[config.mk]
export PLATFORM = sky130hd
export DESIGN_NAME = synth_profile_register_map
export DESIGN_NICKNAME = d
export VERILOG_FILES = /design/src/synth_regs_pkg.sv /design/src/synth_profile_register_map.sv
export VERILOG_INCLUDE_DIRS = /design/src
export SDC_FILE = /design/constraint.sdc
export NUM_CORES = 1
export LEC_CHECK = 0
export BUFFER_PORTS_ARGS = -buffer_cell sky130_fd_sc_hd__buf_2
export CAP_MARGIN = 20
export CORE_UTILIZATION = 50
export DETAILED_ROUTE_END_ITERATION = 16
export PLACE_DENSITY = 0.67
export SLEW_MARGIN = 20
export SYNTH_ARGS = -nofsm -noshare
export SYNTH_HDL_FRONTEND = slang
export SYNTH_SLANG_ARGS = --single-unit
[constraint.sdc]
create_clock -name CORE_CLK_IN -period 3.2 [get_ports CORE_CLK_IN]
set_clock_uncertainty 0.15 [all_clocks]
set_input_delay 0.64 -clock CORE_CLK_IN [delete_from_list [all_inputs] [get_ports CORE_CLK_IN]]
set_output_delay 0.64 -clock CORE_CLK_IN [all_outputs]
set_load 0.02 [all_outputs]
[src/synth_regs_defs.svh]
`ifndef SYNTH_REGS_DEFS_SVH
`define SYNTH_REGS_DEFS_SVH
`define OFS_P1_DEN_LO   5'h03
`define OFS_P1_NDIV     5'h04
`define OFS_P1_REFDIV   5'h05
`define OFS_P1_FILT     5'h06
`define OFS_P1_OUTBUF   5'h07
`define OFS_P1_FSK      5'h08
`define OFS_P1_DEV0     5'h09
`define OFS_P1_DEV7     5'h10
`define OFS_P2_FRAC_HI  5'h11
`define OFS_P2_NUM_LO   5'h12
`define OFS_P2_DEN_LO   5'h13
`define OFS_CTRL        5'h14
`define OFS_P1_NUM      5'h15
`define OFS_P1_DEN_HI   5'h16
`define RST_ZERO        16'h0000
`define RST_P1_NDIV     16'h0028
`define RST_P1_REFDIV   16'h0101
`define RST_P1_FILT     16'h8584
`define RST_P1_OUTBUF   16'h10A4
`define RST_P1_FSK      16'h0010
`define NUM_DEV         8
`define ORDER_MAX       3'h4
`define HI_BYTE         15:8
`define LO_BYTE         7:0
`define BIT_FSK_EN      10
`define FLD_EXT_DIV     9:6
`define BIT_EXT_SEL     5
`define FLD_TX_PWR      4:0
`define FLD_RX_PWR      12:8
`define BIT_TX_EN       7
`define BIT_RX_EN       6
`define FLD_R4          2:0
`define FLD_R3          15:13
`define FLD_CHDIV2      12:10
`define FLD_CHDIV1      9:8
`define FLD_DELAY       7:5
`define FLD_MULT        4:0
`define BIT_PRESC       15
`define FLD_ORDER       14:12
`define FLD_NDIV        11:0
`define BIT_PROF_SEL    0
`define RESP_OKAY       2'h0
`define RESP_SLVERR     2'h2
`endif

[src/synth_regs_pkg.sv]
package synth_regs_pkg;
   typedef struct packed {
      logic        prescaler_select;
      logic [2:0]  modulator_order;
      logic [11:0] integer_divide;
      logic [7:0]  reference_postdivider;
      logic [7:0]  reference_predivider;
      logic [2:0]  third_pole_resistor;
      logic [2:0]  second_channel_divider;
      logic [1:0]  first_channel_divider;
      logic [2:0]  detector_delay;
      logic [4:0]  reference_multiplier;
      logic [4:0]  receive_power;
      logic        transmit_output_enable;
      logic        receive_output_enable;
      logic [2:0]  fourth_pole_resistor;
      logic        freq_shift_enable;
      logic [3:0]  extosc_channel_divider;
      logic        extosc_select;
      logic [4:0]  transmit_power;
   } profile_cfg_s;
   typedef struct packed {
      logic [23:0] frac_numerator;
      logic [23:0] frac_denominator;
   } frac_pair_s;
endpackage : synth_regs_pkg

[src/synth_profile_register_map.sv]
`timescale 1ns/1ps
`include "synth_regs_defs.svh"
module synth_profile_register_map
   import synth_regs_pkg::*;
(
   input  wire logic         CORE_CLK_IN,
   input  wire logic         ARST_N_IN,
   input  wire logic [6:0]   S_AXI_AWADDR_IN,
   input  wire logic         S_AXI_AWVALID_IN,
   output logic              S_AXI_AWREADY_OUT,
   input  wire logic [31:0]  S_AXI_WDATA_IN,
   input  wire logic [3:0]   S_AXI_WSTRB_IN,
   input  wire logic         S_AXI_WVALID_IN,
   output logic              S_AXI_WREADY_OUT,
   output logic [1:0]        S_AXI_BRESP_OUT,
   output logic              S_AXI_BVALID_OUT,
   input  wire logic         S_AXI_BREADY_IN,
   input  wire logic [6:0]   S_AXI_ARADDR_IN,
   input  wire logic         S_AXI_ARVALID_IN,
   output logic              S_AXI_ARREADY_OUT,
   output logic [31:0]       S_AXI_RDATA_OUT,
   output logic [1:0]        S_AXI_RRESP_OUT,
   output logic              S_AXI_RVALID_OUT,
   input  wire logic         S_AXI_RREADY_IN,
   output profile_cfg_s      ACTIVE_CFG_OUT,
   output frac_pair_s        ACTIVE_FRAC_OUT,
   output logic [15:0]       DEVIATION_OUT [`NUM_DEV],
   output logic              FOURTH_ORDER_OUT,
   output logic              INTEGER_MODE_OUT
);
   // register index space: 0x00..0x16, unused entries unmapped
   localparam int NREG = 23;
   logic [15:0] regs [NREG];
   logic [15:0] p2_cfg [3:8];

   logic [4:0]  aw_idx;
   logic [4:0]  ar_idx;
   logic        aw_held;
   logic        w_held;
   logic [4:0]  aw_q;
   logic [31:0] w_q;
   logic [3:0]  s_q;

   function automatic logic mapped(input logic [4:0] idx);
      mapped = (idx >= `OFS_P1_DEN_LO) && (idx <= `OFS_P1_DEN_HI);
   endfunction : mapped

   function automatic logic [15:0] reset_val(input logic [4:0] idx);
      case (idx)
         `OFS_P1_NDIV:   reset_val = `RST_P1_NDIV;
         `OFS_P1_REFDIV: reset_val = `RST_P1_REFDIV;
         `OFS_P1_FILT:   reset_val = `RST_P1_FILT;
         `OFS_P1_OUTBUF: reset_val = `RST_P1_OUTBUF;
         `OFS_P1_FSK:    reset_val = `RST_P1_FSK;
         default:        reset_val = `RST_ZERO;
      endcase
   endfunction : reset_val

   assign aw_idx = S_AXI_AWADDR_IN[6:2];
   assign ar_idx = S_AXI_ARADDR_IN[6:2];

   // write channel: capture address and data in either order
   wire do_write = aw_held && w_held && !S_AXI_BVALID_OUT;
   assign S_AXI_AWREADY_OUT = !aw_held && !S_AXI_BVALID_OUT;
   assign S_AXI_WREADY_OUT  = !w_held && !S_AXI_BVALID_OUT;

   always_ff @(posedge CORE_CLK_IN or negedge ARST_N_IN) begin
      if (!ARST_N_IN) begin
         aw_held <= 1'b0;
         w_held  <= 1'b0;
         aw_q    <= 5'h00;
         w_q     <= 32'h0000_0000;
         s_q     <= 4'h0;
      end else begin
         if (S_AXI_AWVALID_IN && S_AXI_AWREADY_OUT) begin
            aw_held <= 1'b1;
            aw_q    <= aw_idx;
         end else if (do_write) begin
            aw_held <= 1'b0;
         end
         if (S_AXI_WVALID_IN && S_AXI_WREADY_OUT) begin
            w_held <= 1'b1;
            w_q    <= S_AXI_WDATA_IN;
            s_q    <= S_AXI_WSTRB_IN;
         end else if (do_write) begin
            w_held <= 1'b0;
         end
      end
   end

   always_ff @(posedge CORE_CLK_IN or negedge ARST_N_IN) begin
      if (!ARST_N_IN) begin
         S_AXI_BVALID_OUT <= 1'b0;
         S_AXI_BRESP_OUT  <= `RESP_OKAY;
      end else if (do_write) begin
         S_AXI_BVALID_OUT <= 1'b1;
         S_AXI_BRESP_OUT  <= mapped(aw_q) ? `RESP_OKAY : `RESP_SLVERR;
      end else if (S_AXI_BREADY_IN) begin
         S_AXI_BVALID_OUT <= 1'b0;
      end
   end

   // register storage, byte lanes 0 and 1 only; all bits kept as written
   generate
      for (genvar i = 0; i < NREG; i++) begin : g_reg
         wire hit = do_write && (aw_q == 5'(i)) && mapped(5'(i));
         always_ff @(posedge CORE_CLK_IN or negedge ARST_N_IN) begin
            if (!ARST_N_IN) begin
               regs[i] <= reset_val(5'(i));
            end else if (hit) begin
               if (s_q[0]) regs[i][`LO_BYTE] <= w_q[7:0];
               if (s_q[1]) regs[i][`HI_BYTE] <= w_q[15:8];
            end
         end
      end
   endgenerate

   // read channel
   wire rd_take = S_AXI_ARVALID_IN && S_AXI_ARREADY_OUT;
   assign S_AXI_ARREADY_OUT = !S_AXI_RVALID_OUT;

   always_ff @(posedge CORE_CLK_IN or negedge ARST_N_IN) begin
      if (!ARST_N_IN) begin
         S_AXI_RVALID_OUT <= 1'b0;
         S_AXI_RDATA_OUT  <= 32'h0000_0000;
         S_AXI_RRESP_OUT  <= `RESP_OKAY;
      end else if (rd_take) begin
         S_AXI_RVALID_OUT <= 1'b1;
         S_AXI_RDATA_OUT  <= mapped(ar_idx) ? {16'h0000, regs[ar_idx]}
                                            : 32'h0000_0000;
         S_AXI_RRESP_OUT  <= mapped(ar_idx) ? `RESP_OKAY : `RESP_SLVERR;
      end else if (S_AXI_RREADY_IN) begin
         S_AXI_RVALID_OUT <= 1'b0;
      end
   end

   // profile2 fields above 0x13 lie outside this map; inputs stay at reset
   always_comb begin
      for (int k = 3; k <= 8; k++) p2_cfg[k] = reset_val(5'(k + 16));
      p2_cfg[3] = `RST_ZERO;
      p2_cfg[4] = `RST_P1_NDIV;
      p2_cfg[5] = `RST_P1_REFDIV;
      p2_cfg[6] = `RST_P1_FILT;
      p2_cfg[7] = `RST_P1_OUTBUF;
      p2_cfg[8] = `RST_P1_FSK;
   end

   wire sel2 = regs[`OFS_CTRL][`BIT_PROF_SEL];
   wire [15:0] c4 = sel2 ? p2_cfg[4] : regs[`OFS_P1_NDIV];
   wire [15:0] c5 = sel2 ? p2_cfg[5] : regs[`OFS_P1_REFDIV];
   wire [15:0] c6 = sel2 ? p2_cfg[6] : regs[`OFS_P1_FILT];
   wire [15:0] c7 = sel2 ? p2_cfg[7] : regs[`OFS_P1_OUTBUF];
   wire [15:0] c8 = sel2 ? p2_cfg[8] : regs[`OFS_P1_FSK];

   // 24-bit fractions: upper byte above the 16-bit low word
   wire [23:0] p1_num = {regs[`OFS_P1_DEN_HI][`LO_BYTE],
                         regs[`OFS_P1_NUM]};
   wire [23:0] p1_den = {regs[`OFS_P1_DEN_HI][`HI_BYTE],
                         regs[`OFS_P1_DEN_LO]};
   wire [23:0] p2_num = {regs[`OFS_P2_FRAC_HI][`LO_BYTE],
                         regs[`OFS_P2_NUM_LO]};
   wire [23:0] p2_den = {regs[`OFS_P2_FRAC_HI][`HI_BYTE],
                         regs[`OFS_P2_DEN_LO]};

   profile_cfg_s next_cfg;
   always_comb begin
      next_cfg.prescaler_select       = c4[`BIT_PRESC];
      next_cfg.modulator_order        = c4[`FLD_ORDER];
      next_cfg.integer_divide         = c4[`FLD_NDIV];
      next_cfg.reference_postdivider  = c5[`HI_BYTE];
      next_cfg.reference_predivider   = c5[`LO_BYTE];
      next_cfg.third_pole_resistor    = c6[`FLD_R3];
      next_cfg.second_channel_divider = c6[`FLD_CHDIV2];
      next_cfg.first_channel_divider  = c6[`FLD_CHDIV1];
      next_cfg.detector_delay         = c6[`FLD_DELAY];
      next_cfg.reference_multiplier   = c6[`FLD_MULT];
      next_cfg.receive_power          = c7[`FLD_RX_PWR];
      next_cfg.transmit_output_enable = c7[`BIT_TX_EN];
      next_cfg.receive_output_enable  = c7[`BIT_RX_EN];
      next_cfg.fourth_pole_resistor   = c7[`FLD_R4];
      next_cfg.freq_shift_enable      = c8[`BIT_FSK_EN];
      next_cfg.extosc_channel_divider = c8[`FLD_EXT_DIV];
      next_cfg.extosc_select          = c8[`BIT_EXT_SEL];
      next_cfg.transmit_power         = c8[`FLD_TX_PWR];
   end

   always_ff @(posedge CORE_CLK_IN or negedge ARST_N_IN) begin
      if (!ARST_N_IN) begin
         ACTIVE_CFG_OUT   <= '0;
         ACTIVE_FRAC_OUT  <= '0;
         FOURTH_ORDER_OUT <= 1'b0;
         INTEGER_MODE_OUT <= 1'b1;
      end else begin
         ACTIVE_CFG_OUT   <= next_cfg;
         ACTIVE_FRAC_OUT  <= sel2 ? {p2_num, p2_den} : {p1_num, p1_den};
         FOURTH_ORDER_OUT <= next_cfg.modulator_order >= `ORDER_MAX;
         INTEGER_MODE_OUT <= next_cfg.modulator_order == 3'h0;
      end
   end

   generate
      for (genvar d = 0; d < `NUM_DEV; d++) begin : g_dev
         always_ff @(posedge CORE_CLK_IN or negedge ARST_N_IN) begin
            if (!ARST_N_IN) begin
               DEVIATION_OUT[d] <= `RST_ZERO;
            end else begin
               DEVIATION_OUT[d] <= regs[`OFS_P1_DEV0 + d];
            end
         end
      end
   endgenerate
endmodule : synth_profile_register_map

-- After elaboration in Yosys (flattened, before gate mapping)
Index checks and enable logic that the tools add are counted.
- input port bits: 57
- output and inout port bits: 288
- bits in registers: 630
- word-level logic and storage cells: 204
- bitwise operators: 1
- equal/unequal tests: 20
- reduce and logical (&&, ||, !) cells: 78
- multiplexer cells: 19
- order comparisons: 6
- operator list (operator ; count):
    $mux 16 ; 6
    $bmux 16 s5 ; 1
    $reduce_and 2->1 ; 40
    $mux 48 ; 1
    $eq 5x4->1 const B ; 8
    $eq 5x5->1 const B ; 7
    $logic_and 1x1->1 ; 29
    $eq 5x3->1 const B ; 4
    $mux 13 ; 1
    $mux 11 ; 1
    $ge 5x2->1 const B ; 2
    $le 5x5->1 const B ; 2
    $reduce_bool 2->1 ; 4
    $mux 1 ; 7
    $ge 6x6->1 const B ; 1
    $not 5->6 ; 1
    $eq 5x2->1 const B ; 1
    $logic_not 1->1 ; 4
    $mux 2 ; 2
    $ge 3x3->1 const B ; 1
    $logic_not 3->1 ; 1

-- Depth between registers and ports, before layout
- depth in word-level cells: 5
- gate-level depth with buffers: 8
- depth with buffers taken out: 5

-- Least setup slack after synthesis
Ideal clock, no wire load.
- path kind: input port to flip-flop
- start: input port S_AXI_ARADDR_IN[2]
- end: register S_AXI_RDATA_OUT[6]
- arrival time: 2.016 ns
- stages: 6
- data required time: 2.928 ns
- path buffers: 2
- path slack: 0.913 ns
- setup time: 0.122 ns
- cell sequence: buf_6 > buf_2 > mux4_2 > nor2_1 > o21ai_0 > a32o_1
- word-level cells in the longest chain between the ends: 5
- elaborated cells between the ends (all ways): 8
- those cells by class: order compare: 2; mux: 4; bitwise: 1; reduce/logical: 1
- ends and longest elaborated chain (what ; line ; RTL):
    from (decl) ; synth_profile_register_map.sv:18 ; input wire logic [6:0] S_AXI_ARADDR_IN,
    $not 5->6 (not written as such) ; synth_profile_register_map.sv:129 ; S_AXI_RDATA_OUT <= mapped(ar_idx) ? {16'h0000, regs[ar_idx]}
    $bmux 16 s5 ; synth_profile_register_map.sv:129 ;
    $mux 16 (not written as such) (2 in series) ; synth_profile_register_map.sv:129 ;
    $mux 16 (*) ; synth_profile_register_map.sv:129 ;
    to (signal assigned) ; synth_profile_register_map.sv:129 ;
    to (decl) ; synth_profile_register_map.sv:21 ; output logic [31:0] S_AXI_RDATA_OUT,
Mark *: on every way between the ends. The rest lies on a longest branch, timed or not. The select of a mux whose other input is x is not followed.
A chain may end at the register's enable or synchronous reset.

-- Worst setup path in the final report
- start: register aw_q[0]
- end: register regs[151] (netlist bit)
- word-level cells in the longest chain between the ends: 3
- ends and longest elaborated chain (what ; line ; RTL):
    from (decl) ; synth_profile_register_map.sv:40 ; logic [4:0] aw_q;
    from (signal assigned) ; synth_profile_register_map.sv:77 ; aw_q <= aw_idx;
    $eq 5x4->1 ; synth_profile_register_map.sv:106 ; wire hit = do_write && (aw_q == 5'(i)) && mapped(5'(i));
    $logic_and 1x1->1 ; synth_profile_register_map.sv:106 ;
    $reduce_and 2->1 (no source line) ; n/a ;
    to (signal, indexed assignment) ; synth_profile_register_map.sv:109 ; regs[i] <= reset_val(5'(i));
    to (signal, indexed assignment) ; synth_profile_register_map.sv:111 ; if (s_q[0]) regs[i][`LO_BYTE] <= w_q[7:0];
    to (signal, indexed assignment) ; synth_profile_register_map.sv:112 ; if (s_q[1]) regs[i][`HI_BYTE] <= w_q[15:8];
    to (decl) ; synth_profile_register_map.sv:33 ; logic [15:0] regs [NREG];
Every way passes these cells.

==> impl_metrics.toml <==
[floorplanning]
design.portCount = 345
floorplan.die.height_um = 221
die_footprint_mm2 = 0.0488
initial_utilization_pct = 51.0
row_count = 79
core_mm2 = 0.0470
die_w_um = 221

[finish]
most-common-layout-cells = "sky130_fd_sc_hd__dfrtp_1 (595), sky130_fd_sc_hd__mux2_2 (385), sky130_fd_sc_hd__buf_2 (301)"
number_of_antenna_cells_inserted = 0
multiInputGateArea_mm2 = 0.00811
final_cells = 2499
finalNetCount = 1899
final_layout_size_suffix_gt1_share_pct = 49.0
layout.filler_cells = 3566
final-seq-area_mm2 = 0.0153
layout.cells.most_common = "sky130_fd_sc_hd__dfrtp_1"
final_cell_area_mm2 = 0.0282
syn_to_final_growth_pct = 17.7

[route]
detail_route.wirelength_um = 60300
first_pass_iters = 7
avgRoutedWirePerCell_um = 24.1
vias = 13800
drt-vias-per-instance = 5.54
drtIter0Drc = 1079
remaining_drc_errors = 0
count_of_antenna_violating_nets_left_after_detailed_routing = 0

[synthesis]
total_of_flip_flops_plus_latches_after_synthesis = 611
synth_cells = 1536
yosysSeqAreaShare_pct = 63.9
asyncSetResetFlopFracSynth_pct = 100
yosysWarnings = 0
synth_cell_types = 56
yosys.area.top_type_share_pct = 62.2
synth_top_area_cell = "sky130_fd_sc_hd__dfrtp_1"
synth_enable_flop_cells = 0
post_synth_instance_area_mm2 = 0.0240
netlist_top_cells_area = "sky130_fd_sc_hd__dfrtp_1 (62%), sky130_fd_sc_hd__mux2_2 (18%), sky130_fd_sc_hd__mux4_2 (3.9%), sky130_fd_sc_hd__mux2i_1 (2.8%), sky130_fd_sc_hd__nor2b_1 (1.7%)"
syn_avg_cell_area_um2 = 15.6
ys.flop_type = "sky130_fd_sc_hd__dfrtp_1"

[timing]
setup_viol = 0
unrepaired_setup_endpoints_after_global_routing = "no"
relSlewSlack_pct = 46.1
timing.hold.ws_ns = 0.0475
final_hold_viol_count = 0
max_slew.worst_pin.slew_ns = 0.808
timing.setup.tns_ns = 0
fmax_mhz = 396
final_min_period_over_clock_period_pct = 79.0
fin_crit_ns = 2.53
timing_max_transition_violations_final = 0

[critical_path]
path_class = "reg2reg"
critPathCaptureType = "flop"
crit_path_max_incr_delay_ns = 0.51
critical-path-top-delay-family = "simple AND/OR/NAND/NOR gates"
critical-path-slowest-cell = "sky130_fd_sc_hd__dfrtp_1"
critPathRequiredTime_ns = 3.54
timing.critical_path.from_type = "flop"
r2r_start = "aw_q[0]"
ff2ff_setup_slack_ns = 0.67
critical_path_arrival_ns = 2.87
crit_path_cell_trace = "nor2b_1, nand2_1, nor2_2, buf_4, mux2_2"
r2r.worst_path.cells = 5
cp_max_fo = 7
critical_path_buf_inv_count = 1
crit-reg2reg-capture = "regs[151]"

[min_path]
hold_class = "in2reg"
worst_hold_path.endpoint = "S_AXI_RVALID_OUT"
hold_path_startpoint = "S_AXI_RREADY_IN"
min_path_cells = 2

[clock_tree]
cts_hold_buf = 1
clock_sinks = 611
postCtsSetupBuffers = 0
root_buffer = "sky130_fd_sc_hd__clkbuf_16"
htreeDepth = 2
cts_tree = "yes"
cts.reportedPaths.clkPinSlew_ns = 0.06
cts_buffer_depth = 3
clk_latency_ns = 0.61
cts_inserted_buffers = 59
cts.repair.resized = 0

[pwr]
power_leakage_nw = 14.7
power_density_mw_per_mm2 = 906
irDropWorstVdd_mv = 0.554
design_power_total_mw = 25.6

[global_routing]
grt_pass1_wl_um = 91800
grt_pass1_vias = 14400
grt_overflow = 0
grt_usage_pct = 25.1
number_of_antenna_violations_at_the_first_check_in_global_routing = 0
largest_net_degree_at_the_start_of_global_routing = 114

[placement]
dpl.cell_count = 2387
detailedPlacementHpwl_um = 40900
globalplace.congestion = 0.815
buffer_ports.inserted = 304
placed_area_mm2 = 0.0261

[job]
cap_violations = 0

[outcome]
outcome = "finished, final reports clean"
## how the worst max path moves through the flow
stage,from,to,slack [ns],depth (start not counted)
after floorplan,S_AXI_ARADDR_IN[2],S_AXI_RDATA_OUT[6],0.91,6
after global placement,S_AXI_ARADDR_IN[2],S_AXI_RDATA_OUT[6],0.32,6
after detailed placement,S_AXI_ARADDR_IN[2],S_AXI_RDATA_OUT[6],0.32,6
after CTS,S_AXI_BVALID_OUT,regs[151],0.68,6
after global routing,aw_q[2],regs[276],0.54,4
final,aw_q[0],regs[151],0.67,5
## synth_stat cells, drive strengths merged, types with 6 or more instances
cell / number
a221o: 9
dfrtp: 596
o22ai: 14
a21oi: 22
o21ai: 13
mux2i: 66
a211oi: 9
nand3: 10
dfstp: 15
or2: 13
clkbuf: 63
nand4: 6
a32o: 7
nand2: 24
nor2: 54
a2bb2oi: 7
o221ai: 7
a21o: 9
or3: 7
nor2b: 64
mux4: 43
mux2: 391
buf: 50
## power breakdown
part	leakage [nW]	switching, mW	internal (mW)
clock	1.02	2.94	4.41
combinational	5.36	3.16	2.78
sequential	8.28	2.26	10.0
## final cells by class
type                       count  share of cell area (%)
clock buffer                  81                    5.96
clock inverter                30                    1.42
inverter                       3                  0.0399
multi-input combinational    826                    28.7
sequential                   611                    54.3
tap                          607                    2.69
timing repair buffer         341                    6.85
## per-layer routing
| layer | GRT usage, % | wire [µm] |
|---|---|---|
| met4 | 8.62 | 1910 |
| met5 | 0 | 0 |
| met2 | 37.2 | 27100 |
| met1 | 37.0 | 27700 |
| met3 | 5.36 | 3540 |
## cells by family (layout without fill, tap and decap cells)
kind of cell	after synthesis	count (layout)	synth area share, %
AND/OR/NAND/NOR	197	197	4.99
multiplexers	500	500	25.2
buffers and inverters	116	455	2.57
other	1	18	0.0156
AO/OA/AOI/OAI	111	111	3.36
flip-flops	611	611	63.9
## metrics by stage
step           setup slack (ns)  utilization, %
2_1_floorplan             0.913               -
3_3_place_gp              0.325            55.6
3_5_place_dp              0.319            55.6
4_1_cts                   0.684            60.1
5_1_grt                   0.542            60.1
6_report                  0.673            60.1
## sequential cells by signal, summed over array words and instances (netlist names), 2 cells and up
signal / count
ACTIVE_CFG_OUT: 69
ACTIVE_FRAC_OUT: 48
DEVIATION_OUT: 128
S_AXI_RDATA_OUT: 16
aw_q: 5
p1_den: 24
p1_num: 24
p2_den: 24
p2_num: 24
regs: 224
s_q: 2
w_q: 16
No activity file was read; power rests on OpenSTA's default activity.
